**config.mk**
```make
export PLATFORM = sky130hd
export DESIGN_NAME = msg_regs
export DESIGN_NICKNAME = d
export VERILOG_FILES = /design/src/logic/msg_regs_pkg.sv /design/src/logic/key_sync.sv /design/src/logic/msg_regs.sv
export SDC_FILE = /design/constraint.sdc
export NUM_CORES = 1
export LEC_CHECK = 0
export ABC_CLOCK_PERIOD_IN_PS = 4110
export BUFFER_PORTS_ARGS = -buffer_cell sky130_fd_sc_hd__clkbuf_2
export CORE_MARGIN = 1
export CORE_UTILIZATION = 60
export DETAILED_ROUTE_END_ITERATION = 10
export PLACE_DENSITY_LB_ADDON = 0.15
export SLEW_MARGIN = 10
export SYNTH_ARGS = -nofsm -noshare
export SYNTH_HDL_FRONTEND = slang
export SYNTH_SLANG_ARGS = --single-unit
```
**constraint.sdc**
```tcl
create_clock -name mclk -period 4.11 [get_ports mclk]
set_input_delay 0.2055 -clock mclk [delete_from_list [all_inputs] [get_ports mclk]]
set_output_delay 0.2055 -clock mclk [all_outputs]
set_load 0.02 [all_outputs]
```
**src/logic/msg_regs_pkg.sv**
```systemverilog
// Shared constants for the controller register exchange block
package msg_regs_pkg;
  // Word indices inside the sixteen-word blocks (word n is index n-1)
  localparam logic [3:0] OW_FLAGS = 4'h0;
  localparam logic [3:0] OW_MSG = 4'h1;
  localparam logic [3:0] OW_PRIO = 4'h2;
  localparam logic [3:0] OW_DS0 = 4'h3;
  localparam logic [3:0] OW_CLR = 4'h7;
  localparam logic [3:0] OW_LAMP = 4'h8;
  localparam logic [3:0] OW_FKEN = 4'hB;
  localparam logic [3:0] OW_SLAVE = 4'hE;
  localparam logic [3:0] IW_FLAGS = 4'h0;
  localparam logic [3:0] IW_DS0 = 4'h1;
  localparam logic [3:0] IW_FKEY = 4'h5;
  localparam logic [3:0] IW_CLK0 = 4'h8;
  // Command flag bits, low means valid or enabled
  localparam int FB_MSG = 0;
  localparam int FB_DS = 1;
  localparam int FB_CLR = 2;
  localparam int FB_LAMP = 3;
  localparam int FB_LOCK0 = 4;
  localparam int FB_QUEUE = 8;
  localparam int FB_SLAVE = 13;
  // Status flag bits
  localparam int SB_ENTER0 = 4;
  localparam int SB_CHG0 = 8;
  localparam int SB_FULL = 12;
  localparam int SB_SLAVE = 13;
  // Slave selector fields
  localparam int UNIT_LSB = 0;
  localparam int UNIT_W = 12;
  localparam int GROUP_LSB = 12;
  localparam int GROUP_W = 4;
  localparam logic [15:0] CLR_ALL = 16'hFFFF;
  localparam logic [15:0] FLAGS_RST = 16'hFFFF;
  typedef enum logic [1:0] {
    Q_OFF = 2'b00,
    Q_AUTO = 2'b01,
    Q_MANUAL = 2'b10
  } qmode_t;
  typedef enum logic {
    ST_IDLE = 1'b0,
    ST_EVAL = 1'b1
  } fsm_t;
endpackage

```
**src/logic/key_sync.sv**
```systemverilog
// Three-stage synchroniser and debounced edge finder for keypad pins
`timescale 1ns/100ps
module key_sync #(
  parameter int WIDTH = 21
) (
  input wire logic mclk,
  input wire logic rst,
  input wire logic [WIDTH-1:0] pin,
  output logic [WIDTH-1:0] level,
  output logic [WIDTH-1:0] rise
);
  typedef struct packed {
    logic [WIDTH-1:0] s1;
    logic [WIDTH-1:0] s2;
    logic [WIDTH-1:0] s3;
    logic [WIDTH-1:0] lvl;
    logic [WIDTH-1:0] rise;
  } sync_t;
  sync_t s;
  sync_t n;

  always_comb begin
    n = s;
    n.s1 = pin;
    n.s2 = s.s1;
    n.s3 = s.s2;
    // A level counts only once the second and third stages agree
    for (int i = 0; i < WIDTH; i++) begin
      if (s.s2[i] == s.s3[i]) begin
        n.lvl[i] = s.s3[i];
      end
    end
    n.rise = n.lvl & ~s.lvl;
  end

  always_ff @(posedge mclk) begin
    if (rst) begin
      s <= '0;
    end else begin
      s <= n;
    end
  end

  assign level = s.lvl;
  assign rise = s.rise;
endmodule // key_sync

```
**src/logic/msg_regs.sv**
```systemverilog
// Register exchange between a controller and the message display core
//
// Summary of operation
// - Flag bit 0 low: trigger message in word two, load data sets once.
// - Flag bit 1 high ignores data words; a trigger still loads them.
// - Word eight clears a queued message only while flag bit 2 is low.
// - Clear value 65535 empties the whole queue.
// - Lamps follow word nine only while flag bit 3 is low.
// - Word nine bit n drives lamp n+1, one means lit.
// - Flag bits 4 to 7 lock keypad editing of data sets 1 to 4.
// - Flag bit 8 enables the queue when queue mode is auto or manual.
// - Flag bit 13 low sends data sets only to the selected slave.
// - Word fifteen: unit number bits 0-11, group number bits 12-15.
// - Word three is priority; larger value wins over current message.
// - Input block is republished, with a pulse, whenever a value changes.
// - Input word one bits 0-3 echo the four validity flags.
// - Input word one bits 4-7 show which data set is being entered.
// - Entering bit sets on data set key, clears on enter key.
// - Input word one bits 8-11 flag data sets changed from the keypad.
// - Bit 12 shows a full queue, bit 13 slave validity, 14-15 zero.
// - Input word six reports function keys 1-16, one means pressed.
// - Words nine to fourteen carry clock fields when reporting selected.
`timescale 1ns/100ps
module msg_regs
  import msg_regs_pkg::*;
(
  input wire logic mclk,
  input wire logic rst,
  input wire logic ctl_we,
  input wire logic [3:0] ctl_waddr,
  input wire logic [15:0] ctl_wdata,
  input wire logic ctl_done,
  output logic ctl_busy,
  input wire logic [3:0] ctl_raddr,
  output logic [15:0] ctl_rdata,
  output logic in_update,
  input wire logic [3:0] dset_key_pin,
  input wire logic enter_key_pin,
  input wire logic [15:0] fkey_pin,
  input wire logic [15:0] entry_value,
  input wire logic queue_full,
  input wire logic [1:0] queue_mode,
  input wire logic clock_report_en,
  input wire logic [5:0][7:0] rtc_fields,
  input wire logic [15:0] cur_prio,
  output logic msg_trigger,
  output logic [15:0] msg_number,
  output logic [15:0] msg_priority,
  output logic msg_preempt,
  output logic queue_clear,
  output logic queue_clear_all,
  output logic [15:0] queue_clear_number,
  output logic queue_enable,
  output logic [15:0] lamps,
  output logic ds_forward,
  output logic ds_broadcast,
  output logic [UNIT_W-1:0] ds_unit,
  output logic [GROUP_W-1:0] ds_group,
  output logic [3:0][15:0] data_sets
);
  typedef struct packed {
    fsm_t st;
    logic [15:0][15:0] ow;
    logic [15:0][15:0] iw;
    logic [3:0][15:0] ds;
    logic [3:0] entering;
    logic [3:0] changed;
    logic [15:0] lamps;
    logic trig;
    logic [15:0] msg;
    logic [15:0] prio;
    logic preempt;
    logic clr;
    logic clr_all;
    logic [15:0] clr_msg;
    logic qen;
    logic fwd;
    logic bcast;
    logic [UNIT_W-1:0] unit;
    logic [GROUP_W-1:0] group;
    logic update;
    logic [15:0] rdata;
  } state_t;

  state_t s;
  state_t n;
  logic [20:0] key_lvl;
  logic [20:0] key_rise;
  logic [3:0] dset_rise;
  logic enter_rise;
  logic [15:0] fkey_lvl;
  logic [15:0] flags;
  logic [3:0] lock;
  logic eval_now;
  logic [15:0][15:0] blk;

  key_sync #(.WIDTH(21)) keys (
    .mclk(mclk),
    .rst(rst),
    .pin({enter_key_pin, dset_key_pin, fkey_pin}),
    .level(key_lvl),
    .rise(key_rise)
  );

  assign fkey_lvl = key_lvl[15:0];
  assign dset_rise = key_rise[19:16];
  assign enter_rise = key_rise[20];
  assign flags = s.ow[OW_FLAGS];
  assign lock = flags[FB_LOCK0+3:FB_LOCK0];
  assign eval_now = (s.st == ST_EVAL);

  always_comb begin
    n = s;
    n.trig = 1'b0;
    n.clr = 1'b0;
    n.fwd = 1'b0;
    if (ctl_we) begin
      n.ow[ctl_waddr] = ctl_wdata;
    end
    case (s.st)
      ST_IDLE: begin
        if (ctl_done) begin
          n.st = ST_EVAL;
        end
      end
      ST_EVAL: begin
        n.st = ST_IDLE;
        if (!flags[FB_MSG]) begin
          n.trig = 1'b1;
          n.msg = s.ow[OW_MSG];
          n.prio = s.ow[OW_PRIO];
          n.preempt = s.ow[OW_PRIO] > cur_prio;
          n.changed = 4'h0;
        end
        // A trigger reloads the data sets whatever flag bit 1 says
        if (!flags[FB_MSG] || !flags[FB_DS]) begin
          for (int i = 0; i < 4; i++) begin
            n.ds[i] = s.ow[OW_DS0+4'(i)];
          end
          n.fwd = 1'b1;
          n.bcast = flags[FB_SLAVE];
          n.unit = s.ow[OW_SLAVE][UNIT_LSB +: UNIT_W];
          n.group = s.ow[OW_SLAVE][GROUP_LSB +: GROUP_W];
        end
        if (!flags[FB_CLR]) begin
          n.clr = 1'b1;
          n.clr_msg = s.ow[OW_CLR];
          n.clr_all = (s.ow[OW_CLR] == CLR_ALL);
        end
        if (!flags[FB_LAMP]) begin
          n.lamps = s.ow[OW_LAMP];
        end
      end
      default: n.st = ST_IDLE;
    endcase
    n.qen = ((queue_mode == Q_AUTO) || (queue_mode == Q_MANUAL))
      && !flags[FB_QUEUE];
    // Keypad handled after the controller so an operator edit wins
    for (int i = 0; i < 4; i++) begin
      if (dset_rise[i] && !lock[i]) begin
        n.entering = 4'h0;
        n.entering[i] = 1'b1;
        n.changed = 4'h0;
      end
    end
    if (enter_rise && (s.entering != 4'h0)) begin
      for (int i = 0; i < 4; i++) begin
        if (s.entering[i]) begin
          n.ds[i] = entry_value;
          n.changed[i] = 1'b1;
        end
      end
      n.entering = 4'h0;
    end
    // Locking a set mid-edit abandons that edit
    n.entering = n.entering & ~lock;
    blk = '0;
    blk[IW_FLAGS][3:0] = flags[3:0];
    blk[IW_FLAGS][SB_ENTER0 +: 4] = s.entering;
    blk[IW_FLAGS][SB_CHG0 +: 4] = s.changed;
    blk[IW_FLAGS][SB_FULL] = queue_full;
    blk[IW_FLAGS][SB_SLAVE] = flags[FB_SLAVE];
    for (int i = 0; i < 4; i++) begin
      blk[IW_DS0+4'(i)] = s.ds[i];
    end
    // Disabled function keys read as not pressed
    blk[IW_FKEY] = fkey_lvl & ~s.ow[OW_FKEN];
    if (clock_report_en) begin
      for (int i = 0; i < 6; i++) begin
        blk[IW_CLK0+4'(i)] = {8'h00, rtc_fields[i]};
      end
    end
    n.iw = blk;
    n.update = (blk != s.iw);
    n.rdata = s.iw[ctl_raddr];
  end

  always_ff @(posedge mclk) begin
    if (rst) begin
      s <= '0;
      s.ow[OW_FLAGS] <= FLAGS_RST;
    end else begin
      s <= n;
    end
  end

  assign ctl_busy = eval_now;
  assign ctl_rdata = s.rdata;
  assign in_update = s.update;
  assign msg_trigger = s.trig;
  assign msg_number = s.msg;
  assign msg_priority = s.prio;
  assign msg_preempt = s.preempt;
  assign queue_clear = s.clr;
  assign queue_clear_all = s.clr_all;
  assign queue_clear_number = s.clr_msg;
  assign queue_enable = s.qen;
  assign lamps = s.lamps;
  assign ds_forward = s.fwd;
  assign ds_broadcast = s.bcast;
  assign ds_unit = s.unit;
  assign ds_group = s.group;
  assign data_sets = s.ds;
endmodule // msg_regs

```
==> run_results.csv, run 1 <==
group,metric,value,unit
floorplan,core_region_area,38800,sq um
floorplan,chipWidth,201,um
synth,xor_xnor_cell_area_share_of_the_yosys_netlist,0.0410,
synth,share_of_synthesized_cell_area_in_and_or_nand_and_nor_gates,0.216,
worst_hold_path,hold_path_end,"data_sets[22]",
power,max-vdd-ir-drop,0.324,mV
synth,postSynth.asyncResetShare,0,
worst_setup_path,setup.worst_path.class,"flip-flop to flip-flop",
final_layout,drive_gt1_frac,0.165,
power,clock_power_share,0.450,
placement,post-place-cells,3192,
timing,report.final.setup_viol,0,
synth,combinational_family_with_the_most_area_after_synthesis,"simple AND/OR/NAND/NOR gates",
timing,fin_crit,2.62,ns
route,initialDrtViolationCount,1814,
synth,ys_seq_area_frac,0.488,
synth,count_of_mapped_cells_out_of_synthesis,2688,
route,detail-route-antenna-nets,0,
synth,synth-edff-count,0,
global_routing,grt.total_usage,0.341,
floorplan,io_pins,302,
floorplan,number_of_placement_rows,72,
worst_setup_path,r2r_setup_slack,1.49,ns
worst_setup_path,cp_data_required_time,4.58,ns
route,viasPerCell,5.63,
power,power.share.combinational,0.055,
floorplan,fp.dieArea,40300,sq um
global_routing,grt_overflow,0,
clock_network,clock-sinks,578,
synth,yosys_warnings,0,
timing,fmax,0.382,GHz
global_routing,grt_pass1_vias,18000,
worst_setup_path,startpoint_type,"flip-flop",
clock_network,cts_repair_resize_count,0,
route,detail_route.wirelength,69800,um
final_layout,post_layout_nonfiller_instances,3383,
global_routing,grt_antenna_before_repair,0,
clock_network,clk_pin_slew_worst_paths,0.06,ns
run_status,run_status,"finished, final reports clean",
floorplan,start_util,0.611,
global_routing,grt_start_max_net_pins,186,
final_layout,final-seq-area,11600,sq um
power,netSwitchingPower,2.63,mW
worst_setup_path,arrival,3.09,ns
placement,globalplace.congestion,0.948,
clock_network,cts_post_setup_buffers_inserted,0,
synth,synth_ff_type,"dfxtp_1",
synth,synth.distinct_cells,59,
worst_setup_path,worstRegToRegCells,5,
power,power_leakage,10.7,nW
clock_network,cts_root_buffer,"clkbuf_16",
clock_network,cts-htree-levels,2,
synth,yosys.area_share.adder,0.00844,
synth,synth_compound_area_frac,0.107,
timing,timing.final.hold_violations,0,
route,wire_per_inst,20.6,um
worst_setup_path,reg2reg_to,"data_sets[7]",
final_layout,finish.net_count,2968,
route,drt_first_pass_iters,6,
clock_network,clock_latency,0.61,ns
synth,syn_area,23700,sq um
power,power.share.sequential,0.495,
floorplan,chipHeight,201,um
timing,rsz_0062_raised_after_global_routing,"no",
clock_network,tritoncts.num_buffers,57,
timing,worst-slew-pin-transition,1.26,ns
timing,ratio_of_final_minimum_period_to_clock_period,0.637,
timing,final-max-slew-violation-count,0,
worst_hold_path,hold_path.class,"input pin to flip-flop",
timing,setup-tns-final,0,ns
power,internal_power,8.95,mW
power,swShare,0.227,
route,vias,19000,
timing,fin_skew,0.0118,ns
final_layout,antenna_cells_inserted,0,
timing,max_slew_margin,0.156,
synth,post_synth.cell_area_avg,8.82,sq um
power,power_per_unit_of_standard_cell_area,431,nW/um^2
synth,synth_seq_cells,578,
synth,synth_nets,2837,
placement,dp.final_hpwl,47500,um
synth,post_synth_mux_area_share,0.0569,
placement,number_of_buffers_added_on_ports,301,
worst_hold_path,min-delay-start,"entry_value[6]",
worst_hold_path,whs_path_depth,3,
global_routing,wire_length_of_the_first_global_routing_pass,106000,um
clock_network,clock_tree_from_tritoncts,"done",
final_layout,postLayoutCellArea,26900,sq um
clock_network,clock_path_buffers,3,
worst_setup_path,critical_path.reg2reg.startpoint,"flags[0]",
final_layout,fillers,3147,
flow_run,cap_violations,0,
clock_network,post_cts_hold_buffer_count,86,
worst_setup_path,worstPathMaxFanout,64,
final_layout,combined_area_of_the_multi_input_logic_cells,10200,sq um
route,drc,0,
placement,place_area,24100,sq um
final_layout,area_delta_synth_final,13.3,%
worst_setup_path,critPathCaptureType,"flip-flop",
[cell usage after synthesis, types with 48 or more instances]
cell type	count	area (sq um)
nand2_1	594	2230
and2_1	48	300
o21ai_0	57	285
a311oi_1	64	561
mux2i_1	56	561
buf_4	163	1220
clkbuf_1	133	499
nor2b_1	153	957
dfxtp_1	578	11600
xnor2_1	66	578
a21oi_1	234	1170
nor2_1	190	713
[per-layer routing]
| metal | global-route usage | vias to the layer above | wire [um] |
|---|---|---|---|
| met5 | 0 | - | 0 |
| met2 | 0.555 | 798 | 32400 |
| li1 | - | 9048 | - |
| met3 | 0.0523 | 139 | 5230 |
| met1 | 0.456 | 9053 | 29500 |
| met4 | 0.137 | 0 | 2680 |
[power groups by stage]
| stage | clock network, mW | logic [mW] | registers [mW] |
|---|---|---|---|
| final | 5.21 | 0.634 | 5.73 |
| after detailed placement | 0 | 0.555 | 5.86 |
| after global placement | 0 | 0.546 | 5.85 |
| after floorplan | 0 | 0.339 | 5.83 |
| after global routing | 5.50 | 0.676 | 5.74 |
| after CTS | 5.25 | 0.625 | 5.73 |
[worst max path at each step]
stage | start | to | slack [ns]
5_1_grt | flags[0] | data_sets[7] | 1.44
3_3_place_gp | flags[0] | data_sets[7] | 1.54
2_1_floorplan | s[471] | msg_preempt | 2.36
6_report | flags[0] | data_sets[7] | 1.49
3_5_place_dp | clock_report_en | in_update | 1.52
4_1_cts | flags[0] | data_sets[7] | 1.60
[worst max-delay path, stage by stage, from the launching register on]
cell and delay, ns:
dfxtp_1 0.51, nand2_1 0.13, nand2_2 0.37, buf_4 0.70
nand2_1 0.26, a311oi_1 0.48
[flip-flops by register name (all words and copies together) (netlist names), 21 cells and up]
| name | cells |
|---|---|
| keys.s | 21 |
| data_sets | 64 |
| s | 302 |
| keys.n | 42 |
| keys.level | 21 |
[layout make-up]
type,instances,area share
Clock buffer,90,0.0633
Clock inverter,15,0.00619
Inverter,22,0.00307
Multi-Input combinational cell,1758,0.379
Sequential cell,578,0.431
Tap cell,518,0.0241
Timing Repair Buffer,402,0.0936
[stage by stage]
step	total power, mW	setup slack, ns	utilization	hold slack (ns)
2_1_floorplan	6.17	2.36	-	0.323
3_3_place_gp	6.40	1.54	0.622	0.400
3_5_place_dp	6.41	1.52	0.622	0.403
4_1_cts	11.6	1.60	0.692	0.00230
5_1_grt	11.9	1.44	0.692	0.00941
6_report	11.6	1.49	0.692	0.00422
[layout by cell type, fill, tap and decap left out, drive strengths merged, types with 4 or more instances in the layout]
| cell | Yosys | final |
|---|---|---|
| inv | 22 | 25 |
| nand2 | 594 | 594 |
| mux4 | 30 | 30 |
| nand3b | 11 | 11 |
| mux2i | 56 | 56 |
| buf | 196 | 16 |
| clkbuf | 134 | 390 |
| nor3 | 18 | 18 |
| nor4 | 21 | 21 |
| nor2 | 190 | 190 |
| dlygate4sd3 | 0 | 86 |
| nand3 | 9 | 9 |
| a21o | 5 | 5 |
| dfxtp | 578 | 578 |
| a22o | 5 | 5 |
| xor2 | 45 | 45 |
| and2 | 48 | 48 |
| and3 | 8 | 8 |
| and4bb | 6 | 6 |
| mux2 | 10 | 10 |
| a31o | 10 | 10 |
| xnor2 | 66 | 66 |
| nor2b | 153 | 153 |
| a311oi | 64 | 64 |
| nand4 | 18 | 18 |
| ha | 16 | 16 |
| nor4bb | 4 | 4 |
| nand2b | 29 | 29 |
| a21oi | 234 | 234 |
| a22oi | 21 | 21 |
| clkinv | 0 | 7 |
| o21ai | 57 | 57 |
[logic make-up (layout without fill, tap and decap cells)]
logic type / count (synthesis) / count (layout)
muxes: 96 / 96
DFF: 578 / 578
xor gates and xnor gates: 111 / 111
buffers and inverters: 352 / 529
adders and majority gates: 16 / 16
AOI/OAI and AO/OA: 417 / 417
and+or+nand+nor: 1118 / 1118
No activity file was read; power rests on OpenSTA's default activity.
==> run 2, diff against run 1 <==
--- a/config.mk
+++ b/config.mk
@@ -5,10 +5,10 @@
 export SDC_FILE = /design/constraint.sdc
 export NUM_CORES = 1
 export LEC_CHECK = 0
-export ABC_CLOCK_PERIOD_IN_PS = 4110
+export ABC_CLOCK_PERIOD_IN_PS = 2600
 export BUFFER_PORTS_ARGS = -buffer_cell sky130_fd_sc_hd__clkbuf_2
 export CORE_MARGIN = 1
-export CORE_UTILIZATION = 60
+export CORE_UTILIZATION = 58
 export DETAILED_ROUTE_END_ITERATION = 10
 export PLACE_DENSITY_LB_ADDON = 0.15
 export SLEW_MARGIN = 10
==> constraint.sdc (replaced) <==
create_clock -name mclk -period 2.6 [get_ports mclk]
set_input_delay 0.13 -clock mclk [delete_from_list [all_inputs] [get_ports mclk]]
set_output_delay 0.13 -clock mclk [all_outputs]
set_load 0.02 [all_outputs]
==> run 2 against run 1 <==
Net effect: non-clock buffer count up 68; via count is 2.2% higher; highest routed layer unchanged; flip-flop and latch count did not move; clock power rose by 71%; first-iteration DRC count grew 5.2%; critical endpoint is now blk[4]; maximum frequency is 20% higher; worst setup slack worse by 1.1 ns; largest power group unchanged; critical path type unchanged.
==> run_results.csv, run 2 (synthesis results as in run 1) <==
group,metric,value,unit
run_status,run_status,"finished, final reports clean",
worst_setup_path,crit_start,"blk[4]",
timing,rsz_0062_raised_after_global_routing,"no",
flow_run,cap_violations,0,
worst_setup_path,worstRegToRegCells,4,
timing,ratio_of_final_minimum_period_to_clock_period,0.837,
clock_network,tritoncts.num_buffers,57,
clock_network,clock_path_buffers,3,
power,swShare,0.224,
route,initialDrtViolationCount,1909,
worst_setup_path,critical_path.reg2reg.startpoint,"blk[4]",
final_layout,finish.net_count,3036,
worst_setup_path,crit_end,"blk[4]",
power,power.share.combinational,0.055,
worst_setup_path,cp_data_required_time,3.01,ns
worst_setup_path,reg2reg_to,"blk[4]",
route,drc,0,
worst_setup_path,setup.worst_path.class,"flip-flop to flip-flop",
final_layout,final-seq-area,11600,sq um
global_routing,wire_length_of_the_first_global_routing_pass,108000,um
timing,fmax,0.459,GHz
route,wire_per_inst,20.7,um
final_layout,antenna_cells_inserted,0,
placement,dp.final_hpwl,50100,um
timing,worst-slew-pin-transition,1.09,ns
final_layout,combined_area_of_the_multi_input_logic_cells,10200,sq um
final_layout,layout_common_cells,"593 x nand2_1, 578 x dfxtp_1, 300 x clkbuf_2, 234 x a21oi_1, 190 x nor2_1",
global_routing,grt.total_usage,0.341,
floorplan,chipHeight,204,um
placement,post-place-cells,3248,
clock_network,clk_pin_slew_worst_paths,0.07,ns
timing,final-max-slew-violation-count,0,
timing,finalHoldWorstSlack,0.0278,ns
power,netSwitchingPower,4.27,mW
power,power.share.sequential,0.476,
clock_network,clock_latency,0.61,ns
clock_network,clock_tree_from_tritoncts,"done",
global_routing,grt_overflow,0,
global_routing,grt_start_max_net_pins,133,
timing,fin_crit,2.18,ns
route,detail_route.wirelength,71700,um
timing,timing.final.hold_violations,0,
timing,fin_skew,0.00931,ns
final_layout,drive_gt1_frac,0.179,
floorplan,chipWidth,204,um
final_layout,mostFrequentLayoutCell,"nand2_1",
final_layout,post_layout_nonfiller_instances,3458,
floorplan,number_of_placement_rows,73,
power,max-vdd-ir-drop,0.542,mV
final_layout,max_flop_register,"s",
route,detail-route-antenna-nets,0,
final_layout,area_delta_synth_final,16.7,%
clock_network,cts-htree-levels,2,
floorplan,core_region_area,40000,sq um
worst_hold_path,hold_path.class,"input pin to flip-flop",
final_layout,largest_register_ff_count,302,
clock_network,clock-sinks,578,
worst_setup_path,r2r_setup_slack,0.42,ns
global_routing,grt_pass1_vias,18500,
route,vias,19500,
power,internal_power,14.8,mW
floorplan,io_pins,302,
worst_setup_path,arrival,2.59,ns
timing,report.final.setup_viol,0,
timing,max_slew_margin,0.266,
timing,setup-tns-final,0,ns
placement,globalplace.congestion,0.955,
route,viasPerCell,5.63,
route,drt_first_pass_iters,6,
worst_setup_path,worstPathMaxFanout,4,
worst_setup_path,startpoint_type,"flip-flop",
power,clock_power_share,0.469,
clock_network,cts_root_buffer,"clkbuf_16",
global_routing,grt_antenna_before_repair,0,
floorplan,start_util,0.593,
final_layout,fillers,3227,
placement,number_of_buffers_added_on_ports,301,
power,power_per_unit_of_standard_cell_area,688,nW/um^2
floorplan,fp.dieArea,41700,sq um
power,power_leakage,11.2,nW
worst_setup_path,critPathCaptureType,"flip-flop",
-- run 2: changes by cell type in the layout (fill, tap and decap cells not counted), moves of 3 or more --
| cell | change |
|---|---|
| buf_4 | +45 |
| inv_6 | -3 |
| bufinv_16 | +7 |
| clkbuf_8 | -6 |
| clkinv_4 | +3 |
| dlygate4sd3_1 | +19 |
| buf_12 | +4 |
| clkbuf_1 | -5 |
-- run 2: repair_timing --
action / in CTS / in global routing
buffers inserted: 0 / 0
gates resized for setup: 0 / 0
hold buffers: 105 / 0
endpoints found under the hold margin: 178 / 0
-- run 2: worst max-delay path, cell delays in order, from the launching register on --
cell      delay (ns)
dfxtp_1         0.33
buf_4           0.17
o41ai_1         0.35
nand2b_1        0.16
nor4_1          0.95
-- run 2: worst min path at each step --
| stage | startpoint | endpoint | cells past startpoint |
|---|---|---|---|
| after global placement | fkey_pin[4] | keys.n[67] | 2 |
| after floorplan | ctl_wdata[4] | flags[4] | 1 |
| after CTS | ctl_wdata[14] | s[558] | 3 |
| after global routing | ctl_wdata[14] | s[542] | 3 |
| final | ctl_wdata[14] | s[558] | 3 |
| after detailed placement | fkey_pin[10] | keys.n[73] | 2 |
-- run 2: stage by stage --
stage / area (sq um) / util / power (mW) / setup slack (ns)
4_1_cts: 27700 / 0.691 / 19.1 / 0.476
6_report: 27700 / 0.691 / 19.0 / 0.423
3_5_place_dp: 24600 / 0.614 / 10.2 / 0.492
3_3_place_gp: 24600 / 0.614 / 10.1 / 0.477
2_1_floorplan: 23700 / - / 9.76 / 0.852
5_1_grt: 27700 / 0.691 / 19.6 / 0.428
-- run 2: cell type report --
class                   instances  share of cell area
clock buffers                  80              0.0587
clock inverters                25              0.0152
inverters                      22             0.00299
multi-input cells            1758               0.368
flip-flops and latches        578               0.418
well taps                     525              0.0237
repair buffers                470               0.113
-- run 2: power groups by stage --
stage / clock network [mW] / registers (mW) / logic [mW]
finish: 8.93 / 9.06 / 1.05
global route: 9.41 / 9.07 / 1.13
CTS: 9.02 / 9.06 / 1.04
detailed placement: 0 / 9.25 / 0.910
global placement: 0 / 9.25 / 0.897
floorplan: 0 / 9.22 / 0.536
-- run 2: layer usage --
layer	share of wire	vias up	global-route usage
met2	0.46	854	0.544
met4	0.038	0	0.142
met5	0	-	0
met1	0.42	9299	0.460
li1	-	9162	-
met3	0.081	148	0.0536
==> run 3, diff against run 2 <==
--- a/config.mk
+++ b/config.mk
@@ -5,10 +5,10 @@
 export SDC_FILE = /design/constraint.sdc
 export NUM_CORES = 1
 export LEC_CHECK = 0
-export ABC_CLOCK_PERIOD_IN_PS = 2600
+export ABC_CLOCK_PERIOD_IN_PS = 1900
 export BUFFER_PORTS_ARGS = -buffer_cell sky130_fd_sc_hd__clkbuf_2
 export CORE_MARGIN = 1
-export CORE_UTILIZATION = 58
+export CORE_UTILIZATION = 52
 export DETAILED_ROUTE_END_ITERATION = 10
 export PLACE_DENSITY_LB_ADDON = 0.15
 export SLEW_MARGIN = 10
==> constraint.sdc (replaced) <==
create_clock -name mclk -period 1.9 [get_ports mclk]
set_input_delay 0.095 -clock mclk [delete_from_list [all_inputs] [get_ports mclk]]
set_output_delay 0.095 -clock mclk [all_outputs]
set_load 0.02 [all_outputs]
==> run 3 against run 2 <==
Net effect: the flow now finishes with violations (setup timing); first-iteration DRC count is 5.0% higher; design area is 3.7% higher; final cell count increased by 4.7%; via count grew 1.7%; flip-flop and latch count stayed put; core utilization decreased by 4.9 points; maximum frequency rose by 12%; die area rose by 11%; worst setup slack lost 0.46 ns; combinational power up 48%; largest power group unchanged.
==> run_results.csv, run 3 (synthesis results as in run 1) <==
group,metric,value,unit
run_status,run_status,"finished, violations left",
run_status,failed_checks,"setup timing",
clock_network,clk_pin_slew_worst_paths,0.07,ns
worst_setup_path,critical-path-slowest-cell,"or4_1",
placement,dp.final_hpwl,53600,um
worst_setup_path,worstRegToRegCells,7,
route,drc,0,
timing,fin_crit,1.94,ns
flow_run,cap_violations,0,
floorplan,chipWidth,216,um
worst_hold_path,whs_path_depth,3,
final_layout,max_flop_register,"s",
power,power_leakage,11.7,nW
route,detail_route.wirelength,75400,um
timing,setup-tns-final,-0.0365,ns
route,initialDrtViolationCount,2004,
worst_setup_path,r2r_setup_slack,-0.04,ns
global_routing,wire_length_of_the_first_global_routing_pass,113000,um
clock_network,clock_latency,0.63,ns
worst_hold_path,hold_path.class,"input pin to flip-flop",
worst_setup_path,worstPathMaxFanout,3,
worst_setup_path,reg2reg_to,"in_update",
timing,finalHoldWorstSlack,0.0203,ns
floorplan,number_of_placement_rows,77,
global_routing,grt_pass1_vias,18800,
clock_network,clock_tree_from_tritoncts,"done",
clock_network,cts-htree-levels,2,
floorplan,fp.dieArea,46500,sq um
power,max-vdd-ir-drop,0.742,mV
route,viasPerCell,5.46,
final_layout,finish.net_count,3130,
clock_network,tritoncts.num_buffers,58,
route,vias,19800,
timing,final-max-slew-violation-count,0,
worst_setup_path,cp_slowest_stage_delay,0.54,ns
placement,place_area,25500,sq um
final_layout,area_delta_synth_final,20.9,%
global_routing,grt_overflow,0,
floorplan,io_pins,302,
clock_network,clock_path_buffers,3,
clock_network,clock-sinks,578,
clock_network,cts_root_buffer,"clkbuf_16",
timing,max_slew_margin,0.348,
worst_setup_path,critical_path.cell_chain,"and4bb_1 -> a31o_2 -> a22oi_1 -> or4_1 -> nor4_2 -> buf_4 -> a41oi_1",
placement,number_of_buffers_added_on_ports,301,
timing,rsz_0062_raised_after_global_routing,"yes",
global_routing,grt_start_max_net_pins,116,
final_layout,largest_register_ff_count,302,
timing,fmax,0.516,GHz
placement,globalplace.congestion,0.968,
floorplan,core_region_area,44600,sq um
worst_setup_path,setup.worst_path.class,"flip-flop to flip-flop",
final_layout,layout_common_cells,"593 x nand2_1, 578 x dfxtp_1, 300 x clkbuf_2, 234 x a21oi_1, 190 x nor2_1",
worst_setup_path,critPathCaptureType,"flip-flop",
worst_setup_path,cp_data_required_time,2.38,ns
worst_hold_path,min-delay-start,"ctl_wdata[14]",
timing,report.final.setup_viol,1,
power,power_per_unit_of_standard_cell_area,919,nW/um^2
floorplan,chipHeight,216,um
worst_setup_path,startpoint_type,"flip-flop",
route,wire_per_inst,20.8,um
timing,fin_skew,0.0226,ns
final_layout,drive_gt1_frac,0.212,
final_layout,postLayoutCellArea,28700,sq um
global_routing,grt.total_usage,0.319,
timing,ratio_of_final_minimum_period_to_clock_period,1.02,
timing,timing.final.hold_violations,0,
worst_hold_path,hold_path_end,"s[558]",
worst_setup_path,arrival,2.42,ns
route,drt_first_pass_iters,5,
floorplan,start_util,0.532,
route,detail-route-antenna-nets,0,
timing,worst-slew-pin-transition,0.975,ns
final_layout,antenna_cells_inserted,0,
final_layout,mostFrequentLayoutCell,"nand2_1",
worst_setup_path,critical_path.reg2reg.startpoint,"s[352]",
timing,final_critical_path_setup_slack,-0.0365,ns
global_routing,grt_antenna_before_repair,0,
[run 3: changes by cell type in the layout (fill, tap and decap cells not counted), moves of 2 or more]
cell	previous run	this run
buf_12	6	17
buf_4	58	142
clkbuf_1	13	2
clkbuf_8	9	12
clkinv_2	7	14
clkinvlp_4	3	8
dlygate4sd3_1	105	103
nor4_1	19	14
nor4_2	2	7
[run 3: repair_timing]
action	4_1_cts	5_1_grt
hold endpoints to repair	208	0
hold buffers	103	0
setup endpoints to repair	2	1
pin swaps	2	0
resized for setup	5	0
buffers inserted	0	0
[run 3: worst max path at each step]
| stage | start | endpoint | depth (start not counted) |
|---|---|---|---|
| 6_report | s[352] | in_update | 7 |
| 5_1_grt | s[243] | in_update | 6 |
| 4_1_cts | s[243] | in_update | 6 |
| 3_5_place_dp | blk[4] | blk[4] | 4 |
| 3_3_place_gp | blk[4] | blk[4] | 4 |
| 2_1_floorplan | s[471] | msg_preempt | 6 |
[run 3: layer usage]
metal  up-vias  GRT usage  share of wire
li1       9358          -              -
met1      9510      0.423           0.43
met2       791      0.525           0.47
met3       132     0.0500          0.072
met4         0      0.115          0.035
met5         -          0              0
[run 3: cell type report]
| cell class | instances | area [sq um] |
|---|---|---|
| Clock buffer | 73 | 1650 |
| Tap cell | 592 | 741 |
| Timing Repair Buffer | 563 | 3950 |
| Fill cell | 3691 | 15900 |
| Multi-Input combinational cell | 1758 | 10200 |
| Sequential cell | 578 | 11600 |
| Clock inverter | 36 | 459 |
| Inverter | 22 | 82.6 |
[run 3: stage by stage]
stage	utilization	instances	total power, mW	setup slack [ns]
2_1_floorplan	-	2688	13.4	0.152
3_3_place_gp	0.572	3410	14.0	-0.176
3_5_place_dp	0.572	3410	14.0	-0.198
4_1_cts	0.643	3622	26.5	0.00230
5_1_grt	0.643	3622	27.1	-0.0996
6_report	0.643	3622	26.4	-0.0365
[run 3: worst max-delay path, delay by kind of cell (launching register included)]
family                 cells  cell delay [ns]
AND/OR/NAND/NOR            3             0.94
flip-flops                 1             0.40
buffers and inverters      1             0.17
AO/OA/AOI/OAI              3             0.28
[run 3: power breakdown]
| group | internal [mW] | total (mW) | switching (mW) | leakage, nW |
|---|---|---|---|---|
| logic | 0.656 | 1.55 | 0.895 | 6.04 |
| registers | 12.3 | 12.4 | 0.113 | 4.68 |
| clock network | 7.39 | 12.4 | 5.02 | 1.03 |
| total | 20.3 | 26.4 | 6.03 | 11.7 |
